### src/hw/rtcb_pkg.sv
package rtcb_pkg;

  // bus geometry: data in the low byte of each aligned word
  localparam int ADDR_W = 8;
  localparam int IDX_W = 6;

  // register indices; byte address is four times the index
  localparam logic [IDX_W-1:0] IDX_FLAGS = 6'h01;
  localparam logic [IDX_W-1:0] IDX_MIN_MATCH = 6'h09;
  localparam logic [IDX_W-1:0] IDX_HOUR_MATCH = 6'h0A;
  localparam logic [IDX_W-1:0] IDX_DAY_MATCH = 6'h0B;
  localparam logic [IDX_W-1:0] IDX_WDAY_MATCH = 6'h0C;
  localparam logic [IDX_W-1:0] IDX_SQW = 6'h0D;
  localparam logic [IDX_W-1:0] IDX_CD_SETUP = 6'h0E;
  localparam logic [IDX_W-1:0] IDX_CD_VALUE = 6'h0F;

  // writable bits; the rest read as zero
  localparam logic [7:0] MIN_WMASK = 8'hFF;
  localparam logic [7:0] HOUR_WMASK = 8'hBF;
  localparam logic [7:0] DAY_WMASK = 8'hBF;
  localparam logic [7:0] WDAY_WMASK = 8'h87;
  localparam logic [7:0] SQW_WMASK = 8'h83;
  localparam logic [7:0] CD_WMASK = 8'h83;

  // reset values
  localparam logic [7:0] MATCH_RST = 8'h80;
  localparam logic [7:0] SQW_RST = 8'h80;
  localparam logic [7:0] CD_SETUP_RST = 8'h03;
  localparam logic [7:0] CD_VALUE_RST = 8'h00;

  // field positions
  localparam int OFF_BIT = 7;
  localparam int RUN_BIT = 7;
  localparam int ON_BIT = 7;
  localparam int FL_PULSE_BIT = 4;
  localparam int FL_ALARM_BIT = 3;
  localparam int FL_DONE_BIT = 2;
  localparam int FL_AGATE_BIT = 1;
  localparam int FL_CGATE_BIT = 0;

  // tick and rate selections
  localparam logic [1:0] SEL_4K = 2'h0;
  localparam logic [1:0] SEL_64 = 2'h1;
  localparam logic [1:0] SEL_1S = 2'h2;
  localparam logic [1:0] SEL_60S = 2'h3;

  // prescaler: crystal edges per tick are two to these powers
  localparam int PRE_W = 15;
  localparam int TICK_4K_BITS = 3;
  localparam int TICK_64_BITS = 9;
  localparam int SQW_1K_BIT = 4;
  localparam int SQW_32_BIT = 9;
  localparam int SQW_1_BIT = 14;
  localparam logic [5:0] SECS_PER_MIN_LAST = 6'h3B;

endpackage : rtcb_pkg

### src/hw/rtcb_tick_if.sv
`timescale 1ns/1ps
`default_nettype none

interface rtcb_tick_if;
  logic tick_4k;
  logic tick_64;
  logic tick_1s;
  logic tick_60s;
  logic wave_32k;
  logic wave_1k;
  logic wave_32;
  logic wave_1;

  modport src (output tick_4k, output tick_64, output tick_1s, output tick_60s,
               output wave_32k, output wave_1k, output wave_32, output wave_1);
  modport snk (input tick_4k, input tick_64, input tick_1s, input tick_60s,
               input wave_32k, input wave_1k, input wave_32, input wave_1);
endinterface : rtcb_tick_if

`default_nettype wire

### src/hw/rtcb_core.sv
// What the document asks of this block and of its host
// minute match: off bit 7, BCD minute
// hour match: off bit 7, BCD hour
// day match: off bit 7, BCD day
// weekday match: off bit 7, weekday 0-6
// tick select: 4096, 64, 1, 1/60 Hz
// setup bit 7 runs countdown, reset off
// decrement per tick, flag each countdown end
// done flag holds until host clears
// interrupt pin pulse or level mode
// counter reads return live value
// period is count over tick rate
// host reads counter twice to agree
// host picks 1/60 Hz when idle
// square wave enable, pin floats when off
// square wave rate select, 32.768 kHz default
// alarm flag sets on advance into match
// flag write ANDs, zero clears
// gates OR flags onto interrupt pin
// zero count keeps timer stopped
// reload last written value, keep counting
// BCD compare on each time advance
//
// Added by the designer: the APB interface to the registers.
`timescale 1ns/1ps
`default_nettype none

module rtcb_core (
  input wire logic pclk,
  input wire logic presetn,
  input wire logic psel,
  input wire logic penable,
  input wire logic pwrite,
  input wire logic [rtcb_pkg::ADDR_W-1:0] paddr,
  input wire logic [31:0] pwdata,
  input wire logic [3:0] pstrb,
  output logic [31:0] prdata,
  output logic pready,
  output logic pslverr,
  input wire logic xtal_in,
  input wire logic time_step,
  input wire logic [6:0] now_minute,
  input wire logic [5:0] now_hour,
  input wire logic [5:0] now_day,
  input wire logic [2:0] now_weekday,
  output logic irq_pin_o,
  output logic irq_pin_oe,
  output logic square_wave_pin_o,
  output logic square_wave_pin_oe
);

  rtcb_tick_if tk ();

  rtcb_prescale u_pre (
    .pclk(pclk),
    .presetn(presetn),
    .xtal_in(xtal_in),
    .tk(tk)
  );

  localparam int PW_W = rtcb_pkg::TICK_64_BITS + 1;
  localparam logic [PW_W-1:0] PW_4K = PW_W'(1 << rtcb_pkg::TICK_4K_BITS);
  localparam logic [PW_W-1:0] PW_64 = PW_W'(1 << rtcb_pkg::TICK_64_BITS);

  logic [7:0] min_match_r;
  logic [7:0] hour_match_r;
  logic [7:0] day_match_r;
  logic [7:0] wday_match_r;
  logic [7:0] sqw_setup_r;
  logic [7:0] cd_setup_r;
  logic [7:0] cd_count_r;
  logic [7:0] cd_reload_r;
  logic irq_pulse_select_r;
  logic alarm_irq_gate_r;
  logic countdown_irq_gate_r;
  logic alarm_match_flag_r;
  logic countdown_done_flag_r;
  logic pulse_r;
  logic prev_match_r;
  logic [31:0] prdata_r;
  logic pready_r;
  logic pslverr_r;
  logic irq_oe_r;
  logic sqw_oe_r;

  logic [rtcb_pkg::IDX_W-1:0] idx;
  logic setup_ph;
  logic wr_go;
  logic [7:0] wbyte;
  logic [7:0] rd_nxt;
  logic err_nxt;
  logic countdown_run;
  logic [1:0] countdown_tick_select;
  logic cd_tick;
  logic cd_done;
  logic xtal_rise;
  logic xtal_prev_r;
  logic [PW_W-1:0] pw_cnt_r;
  logic [PW_W-1:0] pw_len;
  logic match_c;
  logic alarm_set;
  logic wave_sel;
  logic flags_wr;
  logic count_wr;

  assign idx = paddr[rtcb_pkg::ADDR_W-1:2];
  assign setup_ph = psel & ~penable;
  // a write lands only at the access edge, and only for a mapped word
  assign wr_go = psel & penable & pready_r & pwrite & ~pslverr_r & pstrb[0];
  assign wbyte = pwdata[7:0];
  assign flags_wr = wr_go & (idx == rtcb_pkg::IDX_FLAGS);
  assign count_wr = wr_go & (idx == rtcb_pkg::IDX_CD_VALUE);
  assign countdown_run = cd_setup_r[rtcb_pkg::RUN_BIT];
  assign countdown_tick_select = cd_setup_r[1:0];

  // read mux and unmapped decode
  always_comb begin
    rd_nxt = 8'h00;
    err_nxt = (paddr[1:0] != 2'h0);
    unique case (idx)
      rtcb_pkg::IDX_FLAGS: begin
        rd_nxt[rtcb_pkg::FL_PULSE_BIT] = irq_pulse_select_r;
        rd_nxt[rtcb_pkg::FL_ALARM_BIT] = alarm_match_flag_r;
        rd_nxt[rtcb_pkg::FL_DONE_BIT] = countdown_done_flag_r;
        rd_nxt[rtcb_pkg::FL_AGATE_BIT] = alarm_irq_gate_r;
        rd_nxt[rtcb_pkg::FL_CGATE_BIT] = countdown_irq_gate_r;
      end
      rtcb_pkg::IDX_MIN_MATCH: rd_nxt = min_match_r;
      rtcb_pkg::IDX_HOUR_MATCH: rd_nxt = hour_match_r;
      rtcb_pkg::IDX_DAY_MATCH: rd_nxt = day_match_r;
      rtcb_pkg::IDX_WDAY_MATCH: rd_nxt = wday_match_r;
      rtcb_pkg::IDX_SQW: rd_nxt = sqw_setup_r;
      rtcb_pkg::IDX_CD_SETUP: rd_nxt = cd_setup_r;
      rtcb_pkg::IDX_CD_VALUE: rd_nxt = cd_count_r;
      default: err_nxt = 1'b1;
    endcase
  end

  // one wait-free access phase; answer registered during setup
  always_ff @(posedge pclk or negedge presetn) begin
    if (!presetn) begin
      pready_r <= 1'b0;
      pslverr_r <= 1'b0;
      prdata_r <= 32'h0000_0000;
    end else begin
      pready_r <= setup_ph;
      if (setup_ph) begin
        pslverr_r <= err_nxt;
        prdata_r <= (err_nxt || pwrite) ? 32'h0000_0000 : {24'h00_0000, rd_nxt};
      end
    end
  end

  always_ff @(posedge pclk or negedge presetn) begin
    if (!presetn) begin
      min_match_r <= rtcb_pkg::MATCH_RST;
      hour_match_r <= rtcb_pkg::MATCH_RST;
      day_match_r <= rtcb_pkg::MATCH_RST;
      wday_match_r <= rtcb_pkg::MATCH_RST;
    end else if (wr_go) begin
      if (idx == rtcb_pkg::IDX_MIN_MATCH) begin
        min_match_r <= wbyte & rtcb_pkg::MIN_WMASK;
      end
      if (idx == rtcb_pkg::IDX_HOUR_MATCH) begin
        hour_match_r <= wbyte & rtcb_pkg::HOUR_WMASK;
      end
      if (idx == rtcb_pkg::IDX_DAY_MATCH) begin
        day_match_r <= wbyte & rtcb_pkg::DAY_WMASK;
      end
      if (idx == rtcb_pkg::IDX_WDAY_MATCH) begin
        wday_match_r <= wbyte & rtcb_pkg::WDAY_WMASK;
      end
    end
  end

  always_ff @(posedge pclk or negedge presetn) begin
    if (!presetn) begin
      sqw_setup_r <= rtcb_pkg::SQW_RST;
      cd_setup_r <= rtcb_pkg::CD_SETUP_RST;
    end else if (wr_go) begin
      if (idx == rtcb_pkg::IDX_SQW) begin
        sqw_setup_r <= wbyte & rtcb_pkg::SQW_WMASK;
      end
      if (idx == rtcb_pkg::IDX_CD_SETUP) begin
        cd_setup_r <= wbyte & rtcb_pkg::CD_WMASK;
      end
    end
  end

  always_ff @(posedge pclk or negedge presetn) begin
    if (!presetn) begin
      irq_pulse_select_r <= 1'b0;
      alarm_irq_gate_r <= 1'b0;
      countdown_irq_gate_r <= 1'b0;
    end else if (flags_wr) begin
      irq_pulse_select_r <= wbyte[rtcb_pkg::FL_PULSE_BIT];
      alarm_irq_gate_r <= wbyte[rtcb_pkg::FL_AGATE_BIT];
      countdown_irq_gate_r <= wbyte[rtcb_pkg::FL_CGATE_BIT];
    end
  end

  // countdown tick source
  always_comb begin
    unique case (countdown_tick_select)
      rtcb_pkg::SEL_4K: cd_tick = tk.tick_4k;
      rtcb_pkg::SEL_64: cd_tick = tk.tick_64;
      rtcb_pkg::SEL_1S: cd_tick = tk.tick_1s;
      rtcb_pkg::SEL_60S: cd_tick = tk.tick_60s;
    endcase
  end

  // the tick that finds a count of one ends a period of n ticks
  assign cd_done = countdown_run & cd_tick & (cd_count_r == 8'h01) & ~count_wr;

  always_ff @(posedge pclk or negedge presetn) begin
    if (!presetn) begin
      cd_count_r <= rtcb_pkg::CD_VALUE_RST;
      cd_reload_r <= rtcb_pkg::CD_VALUE_RST;
    end else if (count_wr) begin
      cd_count_r <= wbyte;
      cd_reload_r <= wbyte;
    end else if (cd_done) begin
      cd_count_r <= cd_reload_r;
    end else if (countdown_run && cd_tick && cd_count_r != 8'h00) begin
      cd_count_r <= cd_count_r - 8'h01;
    end
  end

  // hardware set wins over a clearing write in the same cycle
  always_ff @(posedge pclk or negedge presetn) begin
    if (!presetn) begin
      countdown_done_flag_r <= 1'b0;
    end else if (cd_done) begin
      countdown_done_flag_r <= 1'b1;
    end else if (flags_wr && !wbyte[rtcb_pkg::FL_DONE_BIT]) begin
      countdown_done_flag_r <= 1'b0;
    end
  end

  // width in crystal rises: one tick, or 1/64 s on slow sources; halved for a count
  // of one on the fast sources, else back-to-back ends would hold the pin for good
  assign pw_len = ((countdown_tick_select == rtcb_pkg::SEL_4K) ? PW_4K : PW_64)
    >> (cd_reload_r == 8'h01 && countdown_tick_select != rtcb_pkg::SEL_1S
        && countdown_tick_select != rtcb_pkg::SEL_60S);
  assign xtal_rise = tk.wave_32k & ~xtal_prev_r;

  always_ff @(posedge pclk or negedge presetn) begin
    if (!presetn) begin
      xtal_prev_r <= 1'b0;
      pulse_r <= 1'b0;
      pw_cnt_r <= '0;
    end else begin
      xtal_prev_r <= tk.wave_32k;
      if (cd_done) begin
        pulse_r <= 1'b1;
        pw_cnt_r <= pw_len;
      end else if (pulse_r && xtal_rise) begin
        pulse_r <= (pw_cnt_r != '0);
        pw_cnt_r <= pw_cnt_r - 1'b1;
      end
    end
  end

  // no comparison enabled means no alarm at all
  assign match_c = ~(min_match_r[7] & hour_match_r[7] & day_match_r[7] & wday_match_r[7])
    & (min_match_r[7] | (now_minute == min_match_r[6:0]))
    & (hour_match_r[7] | (now_hour == hour_match_r[5:0]))
    & (day_match_r[7] | (now_day == day_match_r[5:0]))
    & (wday_match_r[7] | (now_weekday == wday_match_r[2:0]));
  assign alarm_set = time_step & match_c & ~prev_match_r;

  always_ff @(posedge pclk or negedge presetn) begin
    if (!presetn) begin
      prev_match_r <= 1'b0;
    end else if (time_step) begin
      prev_match_r <= match_c;
    end
  end

  always_ff @(posedge pclk or negedge presetn) begin
    if (!presetn) begin
      alarm_match_flag_r <= 1'b0;
    end else if (alarm_set) begin
      alarm_match_flag_r <= 1'b1;
    end else if (flags_wr && !wbyte[rtcb_pkg::FL_ALARM_BIT]) begin
      alarm_match_flag_r <= 1'b0;
    end
  end

  // open-drain pin: enable high pulls the line low
  always_ff @(posedge pclk or negedge presetn) begin
    if (!presetn) begin
      irq_oe_r <= 1'b0;
    end else begin
      irq_oe_r <= (alarm_irq_gate_r & alarm_match_flag_r)
        | (countdown_irq_gate_r
           & (irq_pulse_select_r ? pulse_r : countdown_done_flag_r));
    end
  end

  always_comb begin
    unique case (sqw_setup_r[1:0])
      2'h0: wave_sel = tk.wave_32k;
      2'h1: wave_sel = tk.wave_1k;
      2'h2: wave_sel = tk.wave_32;
      2'h3: wave_sel = tk.wave_1;
    endcase
  end

  always_ff @(posedge pclk or negedge presetn) begin
    if (!presetn) begin
      sqw_oe_r <= 1'b0;
    end else begin
      sqw_oe_r <= sqw_setup_r[rtcb_pkg::ON_BIT] & ~wave_sel;
    end
  end

  assign prdata = prdata_r;
  assign pready = pready_r;
  assign pslverr = pslverr_r;
  assign irq_pin_o = 1'b0;
  assign irq_pin_oe = irq_oe_r;
  assign square_wave_pin_o = 1'b0;
  assign square_wave_pin_oe = sqw_oe_r;

  a_done_sticky : assert property (@(posedge pclk) disable iff (!presetn)
    countdown_done_flag_r && !(flags_wr && !wbyte[rtcb_pkg::FL_DONE_BIT])
    |=> countdown_done_flag_r)
    else $error("countdown done flag dropped without a clearing write");

  a_and_write_keeps : assert property (@(posedge pclk) disable iff (!presetn)
    flags_wr && wbyte[rtcb_pkg::FL_ALARM_BIT] && alarm_match_flag_r
    |=> alarm_match_flag_r)
    else $error("writing one cleared the alarm flag");

  a_zero_stops : assert property (@(posedge pclk) disable iff (!presetn)
    cd_count_r == 8'h00 && !count_wr |=> cd_count_r == 8'h00)
    else $error("countdown moved from zero");

  a_reload_period : assert property (@(posedge pclk) disable iff (!presetn)
    cd_done |=> cd_count_r == $past(cd_reload_r) && countdown_done_flag_r)
    else $error("countdown end did not reload and flag");

  a_count_step : assert property (@(posedge pclk) disable iff (!presetn)
    countdown_run && cd_tick && cd_count_r > 8'h01 && !count_wr
    |=> cd_count_r == $past(cd_count_r) - 8'h01)
    else $error("countdown did not decrement by one");

  a_idle_hold : assert property (@(posedge pclk) disable iff (!presetn)
    !countdown_run && !count_wr |=> $stable(cd_count_r))
    else $error("disabled countdown changed");

  a_sqw_float : assert property (@(posedge pclk) disable iff (!presetn)
    !sqw_setup_r[rtcb_pkg::ON_BIT] |=> !square_wave_pin_oe)
    else $error("square wave pin driven while off");

  a_irq_level : assert property (@(posedge pclk) disable iff (!presetn)
    alarm_irq_gate_r && alarm_match_flag_r |=> irq_pin_oe)
    else $error("gated alarm flag not on interrupt pin");

  a_live_read : assert property (@(posedge pclk) disable iff (!presetn)
    setup_ph && !pwrite && paddr == {rtcb_pkg::IDX_CD_VALUE, 2'h0}
    |=> pready && prdata[7:0] == $past(cd_count_r))
    else $error("counter read not the live value");

  a_alarm_edge : assert property (@(posedge pclk) disable iff (!presetn)
    alarm_set |=> alarm_match_flag_r ##1 !alarm_set)
    else $error("alarm match did not set the flag");

endmodule : rtcb_core

`default_nettype wire

### src/hw/rtcb_prescale.sv
`timescale 1ns/1ps
`default_nettype none

module rtcb_prescale (
  input wire logic pclk,
  input wire logic presetn,
  input wire logic xtal_in,
  rtcb_tick_if.src tk
);

  logic [2:0] sync_r;
  logic xtal_lvl_r;
  logic [rtcb_pkg::PRE_W-1:0] div_r;
  logic [5:0] sec_r;
  logic rise;
  logic sec_end;

  always_ff @(posedge pclk or negedge presetn) begin
    if (!presetn) begin
      sync_r <= 3'h0;
    end else begin
      sync_r <= {sync_r[1:0], xtal_in};
    end
  end

  // level changes only once the last two stages agree
  always_ff @(posedge pclk or negedge presetn) begin
    if (!presetn) begin
      xtal_lvl_r <= 1'b0;
    end else if (sync_r[1] == sync_r[2]) begin
      xtal_lvl_r <= sync_r[2];
    end
  end

  assign rise = sync_r[1] & sync_r[2] & ~xtal_lvl_r;
  assign sec_end = rise & (&div_r);

  always_ff @(posedge pclk or negedge presetn) begin
    if (!presetn) begin
      div_r <= '0;
    end else if (rise) begin
      div_r <= div_r + 1'b1;
    end
  end

  always_ff @(posedge pclk or negedge presetn) begin
    if (!presetn) begin
      sec_r <= 6'h00;
    end else if (sec_end) begin
      sec_r <= (sec_r == rtcb_pkg::SECS_PER_MIN_LAST) ? 6'h00 : sec_r + 6'h01;
    end
  end

  always_ff @(posedge pclk or negedge presetn) begin
    if (!presetn) begin
      tk.tick_4k <= 1'b0;
      tk.tick_64 <= 1'b0;
      tk.tick_1s <= 1'b0;
      tk.tick_60s <= 1'b0;
    end else begin
      tk.tick_4k <= rise & (&div_r[rtcb_pkg::TICK_4K_BITS-1:0]);
      tk.tick_64 <= rise & (&div_r[rtcb_pkg::TICK_64_BITS-1:0]);
      tk.tick_1s <= sec_end;
      tk.tick_60s <= sec_end & (sec_r == rtcb_pkg::SECS_PER_MIN_LAST);
    end
  end

  always_ff @(posedge pclk or negedge presetn) begin
    if (!presetn) begin
      tk.wave_32k <= 1'b0;
      tk.wave_1k <= 1'b0;
      tk.wave_32 <= 1'b0;
      tk.wave_1 <= 1'b0;
    end else begin
      tk.wave_32k <= xtal_lvl_r;
      tk.wave_1k <= div_r[rtcb_pkg::SQW_1K_BIT];
      tk.wave_32 <= div_r[rtcb_pkg::SQW_32_BIT];
      tk.wave_1 <= div_r[rtcb_pkg::SQW_1_BIT];
    end
  end

  a_tick_4k_rate : assert property (@(posedge pclk) disable iff (!presetn)
    tk.tick_64 |-> tk.tick_4k)
    else $error("64 Hz tick without coincident 4 kHz tick");

endmodule : rtcb_prescale

`default_nettype wire

### config.mk
export PLATFORM = sky130hd
export DESIGN_NAME = rtcb_core
export DESIGN_NICKNAME = d
export VERILOG_FILES = /design/src/hw/rtcb_pkg.sv /design/src/hw/rtcb_tick_if.sv /design/src/hw/rtcb_core.sv /design/src/hw/rtcb_prescale.sv
export SDC_FILE = /design/constraint.sdc
export NUM_CORES = 1
export LEC_CHECK = 0
export ABC_AREA = 1
export BUFFER_PORTS_ARGS = -buffer_cell sky130_fd_sc_hd__buf_2
export CORE_UTILIZATION = 40
export DETAILED_ROUTE_END_ITERATION = 6
export GPL_ROUTABILITY_DRIVEN = 0
export PLACE_DENSITY = 0.75
export SLEW_MARGIN = 20
export SYNTH_ARGS = -nofsm -noshare
export SYNTH_HDL_FRONTEND = slang
export SYNTH_SLANG_ARGS = --single-unit
### constraint.sdc
create_clock -name pclk -period 1.5 [get_ports pclk]
set_input_delay 0.225 -clock pclk [delete_from_list [all_inputs] [get_ports pclk]]
set_output_delay 0.225 -clock pclk [all_outputs]
set_load 0.01 [all_outputs]
# After elaboration in Yosys (flattened, before gate mapping)
# Index checks and enable logic that the tools add are counted.
[op_classes] n_shift=1 n_addsub=4 mux=20 n_reduce_logical=29 n_eq_ne=24 bitwise_logic=43
[ops] operator="6-bit by 4-bit equality test with 1-bit output, second input constant" n=7
[ops] operator="5-bit case mux with 8 select lines" n=1
[ops] operator="8-bit two-way mux" n=4
[ops] operator="1-bit AND" n=30
[ops] operator="10-bit two-way mux" n=3
[ops] operator="3-bit case mux with 7 select lines" n=1
[ops] operator="8-bit by 1-bit equality test with 1-bit output, second input constant" n=2
[ops] operator="15-bit by 1-bit adder with 15-bit output, second input constant" n=1
[ops] operator="15-bit AND reduction" n=1
[ops] operator="6-bit equality test" n=2
[ops] operator="2-bit AND reduction" n=6
[ops] operator="10-bit nonzero test" n=1
[ops] operator="10-bit by 1-bit right shift with 10-bit output" n=1
[ops] operator="10-bit by 1-bit subtractor with 10-bit output, second input constant" n=1
[ops] operator="9-bit AND reduction" n=1
[ops] operator="2-bit equality test, second input constant" n=4
[ops] operator="1-bit two-way mux" n=8
[ops] operator="1-bit NOT" n=8
[ops] operator="1-bit case mux with 4 select lines" n=2
[ops] operator="2-bit nonzero test" n=4
[ops] operator="8-bit nonzero test" n=1
[ops] operator="8-bit OR reduction" n=1
[ops] operator="8-bit by 1-bit subtractor with 8-bit output, second input constant" n=1
[ops] operator="7-bit equality test" n=1
[ops] operator="15 further kinds" n=29
[totals] reg_bits=135 in_bits=73 out_inout_bits=38 word_cells=155

# Logic depth before layout (Yosys ltp)
# Gate-level depths: netlist of run 1.
[depth] depth_word=11 ltp_mapped=12 ltp_nobuf=11

# Hierarchy
# A second synthesis of run 1 with hierarchy kept.
[unflattened] cells_unflattened=873 area_unflattened_um2=6384.9
[by_module_without_submodules] module="rtcb_core" area_per_inst_um2=4857.2 n_inst=1 seq_area_each_um2=1960.6 cells_each=704
[by_module_without_submodules] module="rtcb_prescale" area_per_inst_um2=1527.7 n_inst=1 seq_area_each_um2=825.8 cells_each=169

# Worst setup path before layout of run 1
# No wires, ideal clock.
[synth_timing] path_type="register to register" startpoint="reg cd_count_r[0]" endpoint="reg cd_count_r[0]" setup_ps=126 slack_ps=-68 arrival_ps=1442 path_buffers=1 stages_incl_launch_ff=11 period_less_slack_ps=1568 required_ps=1374 path_cell_list="dfrtp_1 -> inv_1 -> ha_1 -> nand2_1 -> nor2_1 -> nand2_1 -> nand3_1 -> nand3_2 -> buf_2 -> nor2_1 -> a21oi_1"
[synth_via] elab_chain_len=5 word_cells_on_any_way=10 classes_between="1 x add/sub; 1 x eq/ne; 3 x mux; 2 x bitwise; 3 x reduce/logical"
[synth_lines] item="start, declared" line="rtcb_core.sv:71" rtl="logic [7:0] cd_count_r;"
[synth_lines] item="start signal, assigned" line="rtcb_core.sv:217" rtl="cd_count_r <= rtcb_pkg::CD_VALUE_RST;"
[synth_lines] item="start signal, assigned" line="rtcb_core.sv:220" rtl="cd_count_r <= wbyte;"
[synth_lines] item="start signal, assigned" line="rtcb_core.sv:223" rtl="cd_count_r <= cd_reload_r;"
[synth_lines] item="branches (longest 5 deep; another with 8-bit by 1-bit subtractor with 8-bit output)"
# Parallel ways; which one is timed is not known. The select of a mux whose other input is x is not followed.
# A chain may end at the register's enable or synchronous reset.

# Final worst setup path of run 1
[layout_timing] startpoint="reg cd_count_r[1]" endpoint="reg cd_count_r[1]"
# Same word-level chain as after synthesis.

==> flow_metrics.py, run 1 <==
metrics = {
    "yosys": {
        "synth-edff-count": 0,
        "synth_mux_area_share_pct": 0.1844,
        "synth-simple-area-share_pct": 29.69,
        "synth_flop_cell": "dfrtp_1",
        "synthArstFlopShare_pct": 100.0,
        "yosysSeqAreaShare_pct": 45.64,
        "synth_area_leaders": "dfrtp_1 43%, nand2_1 15%, inv_1 6.3%",
        "yosys.area.top_type": "dfrtp_1",
        "synth_top_family_by_area": "simple AND/OR/NAND/NOR gates",
        "synth-seq-cells": 111,
        "synth-xor-area-share_pct": 5.020,
        "ys_warn_count": 0,
        "mappedNetlistArea_um2": 6106,
        "ys_types": 41,
        "netlist_instances": 806,
        "synth_fa_ha_area_share_pct": 1.639,
        "netlist.area_leader.share_pct": 42.62,
        "synth_compound_area_share_pct": 7.398,
        "syn_area_per_cell_um2": 7.576,
    },
    "timing": {
        "finalHoldViolCount": 0,
        "slew_violations": 0,
        "worst_slack_ps": -266.0,
        "fin_crit_sh_pct": 117.7,
        "holdWs_ps": 84.40,
        "post-route-min-period_ps": 1766,
        "grt_setup_unrepaired": "yes",
        "final-setup-viol-count": 46,
        "max_freq_ghz": 0.5663,
        "skew_ps": 9.923,
    },
    "global_routing": {
        "track_usage_pct": 20.01,
        "overflow": 0,
        "grt_pass1_vias": 5270,
        "grt_max_degree": 32,
        "antenna_found_initial": 1,
        "grt_pass1_wl_mm": 24.94,
    },
    "min_path": {
        "hp-class": "input pin to flop",
    },
    "pwr": {
        "peakVddDrop_mv": 0.6915,
        "p_per_area_nw_per_um2": 905.0,
        "p_leak_nw": 4.223,
    },
    "setup_path": {
        "worst-setup-path-type": "flop to flop",
        "cp.arrival_ps": 2050,
        "crit_path_end_kind": "flop",
        "startpoint_type": "flop",
        "cp_max_fo": 4,
        "required_ps": 1790,
    },
    "final_layout": {
        "fin_area_um2": 8175,
        "area_growth_pct": 33.89,
        "drive_gt1_share_pct": 29.80,
        "fin_cells": 1157,
        "layout_common_cells": "212 x nand2_1, 104 x dfrtp_1, 99 x inv_1",
        "antenna_cells": 0,
        "final_common_cell": "nand2_1",
        "nNetsFinal": 1049,
        "fill_cells": 1250,
    },
    "place": {
        "port-buffer-count": 57,
        "dpl.hpwl_mm": 11.15,
        "dp.cells": 1118,
        "placed_area_um2": 7128,
    },
    "run_status": {
        "status": "complete, but fails checks",
        "violations": "design-rule violations, negative setup slack",
    },
    "die": {
        "boundaryPins": 111,
        "die_area_um2": 15760,
        "coreArea_um2": 14700,
        "die_x_um": 125.6,
        "rows": 44,
        "fp.dieH_um": 125.6,
        "start_util_pct": 41.54,
    },
    "routing": {
        "drc": 6,
        "via_count": 5710,
        "drt-initial-drc-count": 355,
        "ant_nets": 0,
        "wirelength_mm": 15.64,
        "drt-pass1-iter-count": 7,
        "viasPerCell": 4.935,
        "wl_per_cell_um": 13.52,
    },
    "job": {
        "max_cap_violations": 0,
    },
    "clocking": {
        "cts.clk_slew.worst_paths_ps": 70,
        "cts_max_level": 3,
        "clk_latency_ps": 360,
        "cts_buffers": 9,
        "cts_root_buffer": "clkbuf_16",
        "clock_path_buffers": 2,
        "cts.sinks": 111,
        "cts_tree": "built",
    },
}
timing repair:
item,in CTS,in global routing
hold buffers,2,0
endpoints found under the setup margin,26,65
hold endpoints to repair,25,0
resized for setup,16,163
buffers inserted,2,15
gates cloned,2,2
pin swaps,5,47
critical path, cell delays in order, from the launching register on:
cell	delay, ps
dfrtp_1	390
inv_1	110
ha_1	160
nand2_1	100
nor2_4	180
nand3_4	140
buf_12	160
buf_8	120
o21a_1	180
a21oi_2	150
Yosys cell counts (2+ instances only):
cell type  count
xnor2_1       13
nor3_1         9
dfstp_2        7
inv_1        103
nor2_4         4
xor2_1        22
o21ai_1        2
nand2_2        3
nor2_2         8
o22ai_1        2
dfrtp_1      104
nand3_1       53
inv_2          2
buf_2          4
nand2_1      250
a21oi_1       11
ha_1           8
nand4_1       12
nor2_1        81
o21a_1         3
o21ai_0       60
buf_4         26
where the power goes:
part / total (mW) / switching, mW / internal (mW)
sequential: 3.39 / 0.176 / 3.21
combinational: 1.25 / 0.724 / 0.529
clock: 2.76 / 1.12 / 1.64
final timing paths:
| check | cells after the start | endpoint | from | slack [ps] |
|---|---|---|---|---|
| min in group asynchronous | 2 | square_wave_pin_oe | presetn | 340 |
| worst min-delay path | 2 | prev_match_r | time_step | 80 |
| worst max-delay path | 9 | cd_count_r[1] | cd_count_r[1] | -270 |
| worst max register to register | 9 | cd_count_r[1] | cd_count_r[1] | -270 |
| worst min register to register | 0 | u_pre.sync_r[1] | u_pre.sync_r[0] | 350 |
| max in group asynchronous | 3 | day_match_r[7] | presetn | 590 |
metrics by stage:
step | setup slack (ps) | utilization, % | TNS (ps) | power [mW]
finish | -266.0 | 55.62 | -4476 | 7.399
global route | -352.1 | 55.62 | -9234 | 7.748
CTS | -122.2 | 51.53 | -1905 | 7.319
detailed placement | -189.7 | 48.49 | -4210 | 4.516
global placement | -122.6 | 48.49 | -1927 | 4.471
floorplan | -14.16 | - | -58.68 | 4.089
state kept, by name (all words and copies together), names as in the netlist, 3 cells and up:
register / cells
sqw_setup_r: 3
wday_match_r: 4
cd_reload_r: 8
cd_count_r: 8
hour_match_r: 7
prdata: 8
day_match_r: 7
pw_cnt_r: 10
cd_setup_r: 3
u_pre.div_r: 15
min_match_r: 8
u_pre.sec_r: 6
u_pre.sync_r: 3
final cells by class:
cell class	instances	area [um^2]	share of cell area [%]
Tap cell	184	230.2	2.816
Clock buffer	9	225.2	2.755
Inverter	107	402.9	4.928
Sequential cell	111	2786	34.08
Timing Repair Buffer	156	1166	14.26
Multi-Input combinational cell	583	3247	39.72
Clock inverter	7	117.6	1.439
per-layer routing:
metal | track usage (%) | share of wire, %
met5 | 0 | 0.083
met4 | 6.385 | 1.9
met3 | 5.135 | 6.4
met2 | 33.53 | 49
met1 | 25.19 | 43
kinds of logic (layout without fill, tap and decap cells):
logic type / count (synthesis) / count (layout)
simple gates: 427 / 429
other cells: 1 / 26
flops: 111 / 111
compound gates: 84 / 84
fa+ha+maj: 8 / 8
buf+inv: 139 / 279
xor+xnor: 35 / 35
mux: 1 / 1
(Power assumes the default switching activity.)
==> run 2, diff against run 1 <==
--- a/config.mk
+++ b/config.mk
@@ -7,10 +7,10 @@
 export LEC_CHECK = 0
 export ABC_AREA = 1
 export BUFFER_PORTS_ARGS = -buffer_cell sky130_fd_sc_hd__buf_2
-export CORE_UTILIZATION = 40
+export CORE_UTILIZATION = 56
 export DETAILED_ROUTE_END_ITERATION = 6
 export GPL_ROUTABILITY_DRIVEN = 0
-export PLACE_DENSITY = 0.75
+export PLACE_DENSITY = 0.92
 export SLEW_MARGIN = 20
 export SYNTH_ARGS = -nofsm -noshare
 export SYNTH_HDL_FRONTEND = slang
==> constraint.sdc (replaced) <==
create_clock -name pclk -period 1.9 [get_ports pclk]
set_input_delay 0.285 -clock pclk [delete_from_list [all_inputs] [get_ports pclk]]
set_output_delay 0.285 -clock pclk [all_outputs]
set_load 0.01 [all_outputs]
==> run 2 against run 1 <==
Against the previous run:
- the flow now finishes without violations
- hold slack improved by 30 ps
- die area decreased by 28%
- clock skew decreased by 1.7 ps
- final area decreased by 15%
- sequential power decreased by 21%
- fmax decreased by 2.3%
- non-clock buffer count decreased by 69
- via count decreased by 4.2%
- critical path type unchanged
- critical endpoint is now cd_count_r[7]
- largest cell class unchanged
- highest routed layer is now met4
==> flow_metrics.py, run 2 (same netlist as run 1, synthesis figures left out) <==
metrics = {
    "run_status": {
        "status": "complete, no violations",
    },
    "min_path": {
        "holdPathEnd": "prev_match_r",
        "worstHoldStart": "time_step",
        "hold_depth": 2,
        "hp-class": "input pin to flop",
    },
    "clocking": {
        "cts_buffers": 9,
        "cts_max_level": 3,
        "clock_path_buffers": 2,
        "cts.sinks": 111,
        "clk_latency_ps": 380,
        "cts_tree": "built",
        "cts_root_buffer": "clkbuf_8",
        "cts.clk_slew.worst_paths_ps": 100,
    },
    "routing": {
        "drc": 0,
        "ant_nets": 0,
        "wirelength_mm": 14.17,
        "via_count": 5469,
        "wl_per_cell_um": 13.64,
        "drt-initial-drc-count": 394,
        "viasPerCell": 5.264,
        "drt-pass1-iter-count": 5,
    },
    "pwr": {
        "switching_share_pct": 29.11,
        "seq_power_share_pct": 54.7,
        "total_power_mw": 4.886,
        "clock_power_share_pct": 29.6,
        "p_switching_mw": 1.422,
        "p_leak_nw": 3.688,
        "peakVddDrop_mv": 0.5113,
        "pwr-share-comb_pct": 15.7,
        "p_int_mw": 3.464,
        "p_per_area_nw_per_um2": 703.0,
    },
    "place": {
        "dpl.hpwl_mm": 10.56,
        "dp_worst_setup_slack_ps": 32.79,
        "dp.cells": 1010,
        "placed_area_um2": 6588,
        "port-buffer-count": 57,
    },
    "final_layout": {
        "top_regs": "u_pre.div_r (15), pw_cnt_r (10)",
        "drive_gt1_share_pct": 15.28,
        "post-route-util_pct": 66.43,
        "area_growth_pct": 13.83,
        "final_common_cell": "nand2_1",
        "largest_reg_flops": 15,
        "layout_common_cells": "249 x nand2_1, 104 x dfrtp_1, 102 x inv_1",
        "antenna_cells": 0,
        "fin_cells": 1039,
        "top_register": "u_pre.div_r",
        "fin_area_um2": 6950,
        "nNetsFinal": 979,
    },
    "die": {
        "boundaryPins": 111,
        "fp.dieH_um": 106.4,
        "start_util_pct": 58.36,
        "rows": 37,
        "die_x_um": 106.4,
        "coreArea_um2": 10460,
        "die_area_um2": 11330,
    },
    "setup_path": {
        "reg2reg_to": "cd_count_r[7]",
        "startpoint": "pslverr",
        "reg2reg_slack_ps": 90,
        "required_ps": 2200,
        "worst-setup-path-type": "flop to flop",
        "rr_worst_depth": 10,
        "crit_path_end_kind": "flop",
        "r2r-start": "pslverr",
        "cp.arrival_ps": 2110,
        "cp_max_fo": 10,
        "startpoint_type": "flop",
    },
    "timing": {
        "worst_slack_ps": 91.57,
        "slew_violations": 0,
        "post-route-min-period_ps": 1808,
        "holdWs_ps": 114.4,
        "finalHoldViolCount": 0,
        "final-setup-viol-count": 0,
        "setup_tns_ps": 0,
        "tightest_slew_ps": 503.9,
        "max_freq_ghz": 0.5530,
        "skew_ps": 8.258,
        "fin_crit_sh_pct": 95.18,
        "slew_headroom_pct": 66.32,
    },
    "global_routing": {
        "track_usage_pct": 25.72,
        "grt_max_degree": 41,
        "grt_pass1_vias": 4950,
        "antenna_found_initial": 0,
        "grt_pass1_wl_mm": 22.76,
        "overflow": 0,
    },
    "job": {
        "max_cap_violations": 0,
    },
}
[run 2: changes by cell type in the layout (fill, tap and decap cells not counted), moves of 10 or more]
cell,previous run,this run
o21ai_0,17,59
buf_4,78,26
buf_6,12,0
clkbuf_8,0,10
o21ai_1,31,3
nand2_1,212,249
o21ai_2,14,0
nor2_1,67,78
nand2_2,34,4
[run 2: cell type report]
type	instances	area [um^2]
fillers	850	3512
multi-input cells	582	2835
flip-flops and latches	111	2786
repair buffers	87	555.5
inverters	107	402.9
well taps	136	170.2
clock buffers	12	145.1
clock inverters	4	55.05
[run 2: worst max path at each step]
stage                          to  slack (ps)  cells past startpoint
global placement      pw_cnt_r[1]         100                      9
floorplan           cd_count_r[0]         330                     10
CTS                   pw_cnt_r[1]          30                      9
finish              cd_count_r[7]          90                     10
global route          pw_cnt_r[3]         -50                      9
detailed placement  cd_count_r[4]          30                     10
[run 2: power groups by stage]
| stage | registers [mW] | clock network, mW | logic, mW |
|---|---|---|---|
| after floorplan | 2.69 | 0 | 0.539 |
| after global placement | 2.71 | 0 | 0.711 |
| after detailed placement | 2.71 | 0 | 0.747 |
| after CTS | 2.67 | 1.46 | 0.757 |
| after global routing | 2.70 | 1.54 | 0.865 |
| final | 2.67 | 1.45 | 0.765 |
[run 2: critical path: stages, from the launching register on]
cell	delay, ps
dfrtp_1	380
inv_1	70
nand4_1	100
nor2_2	260
nand2_4	190
clkinv_2	120
buf_4	170
nand2_1	80
nand2_1	90
nand2_1	70
a21oi_1	180
[run 2: timing repair]
action                     in CTS  in global routing
buffers inserted                0                 10
resized for setup               1                 11
pin swaps                       0                  6
setup endpoints to repair       2                 13
hold buffers                    2                  0
hold endpoints to repair       34                  0
cloned                          0                  1
[run 2: metal layers]
metal	track usage [%]	vias up	routed length (um)
met3	5.028	41	1111
met4	9.589	0	413
met5	0	-	0
met1	34.36	2537	5917
li1	-	2661	-
met2	41.60	230	6727
==> run 3, diff against run 2 <==
--- a/config.mk
+++ b/config.mk
@@ -7,10 +7,10 @@
 export LEC_CHECK = 0
 export ABC_AREA = 1
 export BUFFER_PORTS_ARGS = -buffer_cell sky130_fd_sc_hd__buf_2
-export CORE_UTILIZATION = 56
+export CORE_UTILIZATION = 51
 export DETAILED_ROUTE_END_ITERATION = 6
-export GPL_ROUTABILITY_DRIVEN = 0
-export PLACE_DENSITY = 0.92
+export GPL_ROUTABILITY_DRIVEN = 1
+export PLACE_DENSITY = 0.89
 export SLEW_MARGIN = 20
 export SYNTH_ARGS = -nofsm -noshare
 export SYNTH_HDL_FRONTEND = slang
==> constraint.sdc (replaced) <==
create_clock -name pclk -period 1.6 [get_ports pclk]
set_input_delay 0.24 -clock pclk [delete_from_list [all_inputs] [get_ports pclk]]
set_output_delay 0.24 -clock pclk [all_outputs]
set_load 0.01 [all_outputs]
==> run 3 against run 2 <==
Against the previous run:
- the run now ends with design-rule violations, negative setup slack left
- non-clock buffer count grew 52
- total power up 32%
- first-iteration DRC count up 36%
- core utilization decreased by 0.39 points
- via count grew 8.6%
- largest cell class unchanged
- highest routed layer unchanged
==> flow_metrics.py, run 3 (same netlist as run 1, synthesis figures left out) <==
metrics = {
    "run_status": {
        "status": "complete, but fails checks",
        "violations": "design-rule violations, negative setup slack",
    },
    "setup_path": {
        "cp_max_fo": 3,
        "critPathSlowestCell": "dfstp_2",
        "cp_cell_sequence": "buf_4 > nand3_2 > nand2_4 > buf_4 > nand3_4 > buf_4 > o21ai_0 > a21oi_1",
        "required_ps": 1840,
        "startpoint_type": "flop",
        "cp_top_family": "flip-flops",
        "rr_worst_depth": 8,
        "startpoint": "cd_setup_r[1]",
        "max_stage_delay_ps": 570,
        "reg2reg_to": "cd_count_r[0]",
        "r2r-start": "cd_setup_r[1]",
        "cpMostUsedCell": "buf_4",
        "crit_path_end_kind": "flop",
        "reg2reg_slack_ps": -150,
        "worst-setup-path-type": "flop to flop",
        "cp_num_buf_inv": 3,
        "cp.arrival_ps": 1990,
    },
    "routing": {
        "wl_per_cell_um": 15.24,
        "ant_nets": 0,
        "viasPerCell": 5.402,
        "drc": 12,
        "via_count": 5937,
        "drt-initial-drc-count": 534,
        "drt-pass1-iter-count": 7,
        "wirelength_mm": 16.75,
    },
    "pwr": {
        "peakVddDrop_mv": 0.6431,
        "pwr-share-comb_pct": 16.9,
        "p_per_area_nw_per_um2": 842.7,
        "seq_power_share_pct": 49.5,
        "clock_power_share_pct": 33.6,
        "p_int_mw": 4.511,
        "switching_share_pct": 29.90,
        "p_leak_nw": 4.036,
        "p_switching_mw": 1.924,
    },
    "die": {
        "die_area_um2": 12410,
        "boundaryPins": 111,
        "coreArea_um2": 11560,
        "start_util_pct": 52.80,
        "die_x_um": 111.4,
        "rows": 39,
        "fp.dieH_um": 111.4,
    },
    "timing": {
        "skew_ps": 9.363,
        "fin_crit_sh_pct": 109.4,
        "final-setup-viol-count": 18,
        "max_freq_ghz": 0.5713,
        "slew_violations": 0,
        "finalHoldViolCount": 0,
        "grt_setup_unrepaired": "yes",
        "post-route-min-period_ps": 1751,
        "holdWs_ps": 97.51,
        "setup_tns_ps": -1536,
        "worst_slack_ps": -150.5,
    },
    "final_layout": {
        "nNetsFinal": 1032,
        "area_growth_pct": 25.08,
        "drive_gt1_share_pct": 23.64,
        "final_common_cell": "nand2_1",
        "top_register": "u_pre.div_r",
        "top_regs": "u_pre.div_r (15), pw_cnt_r (10)",
        "fill_cells": 841,
        "largest_reg_flops": 15,
        "layout_common_cells": "239 x nand2_1, 104 x dfrtp_1, 98 x inv_1",
        "antenna_cells": 0,
    },
    "clocking": {
        "cts_max_level": 3,
        "cts_root_buffer": "clkbuf_16",
        "clock_path_buffers": 2,
        "clk_latency_ps": 360,
        "cts.clk_slew.worst_paths_ps": 70,
        "cts.sinks": 111,
        "cts_buffers": 9,
        "cts_tree": "built",
    },
    "min_path": {
        "worstHoldStart": "time_step",
        "holdPathEnd": "prev_match_r",
        "hp-class": "input pin to flop",
        "hold_depth": 2,
    },
    "global_routing": {
        "grt_pass1_vias": 5469,
        "antenna_found_initial": 0,
        "grt_pass1_wl_mm": 25.06,
        "track_usage_pct": 25.41,
        "grt_max_degree": 41,
        "overflow": 0,
    },
    "place": {
        "port-buffer-count": 57,
        "globalplace.congestion": 0.9234,
        "dpl.hpwl_mm": 10.85,
    },
    "job": {
        "max_cap_violations": 0,
    },
}
[run 3: cell types whose count changed in the layout (fill, tap and decap cells not counted), moves of 7 or more]
cell / previous run / this run
buf_6: 0 / 8
nand2_1: 249 / 239
clkbuf_8: 10 / 0
nand3_1: 51 / 42
clkbuf_16: 0 / 9
nand3_2: 2 / 10
nor2_1: 78 / 71
buf_4: 26 / 70
nand2_2: 4 / 11
[run 3: timing repair]
item                                   in CTS  in global routing
pin swaps                                   8                 23
buffers inserted                            7                 17
setup endpoints to repair                  18                 46
gates cloned                                0                  3
hold buffers                                2                  0
endpoints found under the hold margin      79                  0
resized for setup                          12                 60
[run 3: metal layers]
metal | GRT usage [%] | up-vias | wire length [um]
met5 | 0 | - | 0
met4 | 10.90 | 0 | 774
met3 | 5.553 | 75 | 1243
met2 | 43.00 | 317 | 8257
met1 | 31.47 | 2772 | 6474
li1 | - | 2773 | -
[run 3: power by group through the flow]
stage	clock network (mW)	logic [mW]	registers, mW
2_1_floorplan	0	0.640	3.19
6_report	2.16	1.09	3.19
4_1_cts	2.19	0.960	3.16
3_5_place_dp	0	0.945	3.21
5_1_grt	2.29	1.22	3.20
3_3_place_gp	0	0.912	3.20
[run 3: cell type report]
class,count,area [um^2],area share (%)
multi-input cells,583,3013,39.45
flip-flops and latches,111,2786,36.48
clock buffers,9,225.2,2.949
repair buffers,139,975.9,12.78
inverters,107,402.9,5.275
well taps,143,178.9,2.343
clock inverters,7,55.05,0.7208
[run 3: worst max path at each step]
stage | endpoint | slack, ps | cells past startpoint
2_1_floorplan | cd_count_r[0] | 30 | 10
3_3_place_gp | hour_match_r[3] | -30 | 8
3_5_place_dp | hour_match_r[3] | -90 | 8
4_1_cts | cd_count_r[6] | -30 | 10
5_1_grt | cd_count_r[0] | -240 | 8
6_report | cd_count_r[0] | -150 | 8
[run 3: worst reg2reg max path, cell delays in order, from the launching register on]
cell,delay (ps)
dfstp_2,570
buf_4,130
nand3_2,100
nand2_4,110
buf_4,120
nand3_4,100
buf_4,170
o21ai_0,220
a21oi_1,120
[run 3: per-stage QoR]
stage | worst slack [ps] | util, % | total power, mW | cell area (um^2) | cells
after floorplan | 32.10 | - | 3.829 | 6200 | 831
after global placement | -29.16 | 59.61 | 4.114 | 6894 | 1055
after detailed placement | -94.66 | 59.61 | 4.159 | 6894 | 1055
after CTS | -26.12 | 63.07 | 6.315 | 7295 | 1080
after global routing | -238.9 | 66.04 | 6.718 | 7637 | 1099
final | -150.5 | 66.04 | 6.436 | 7637 | 1099
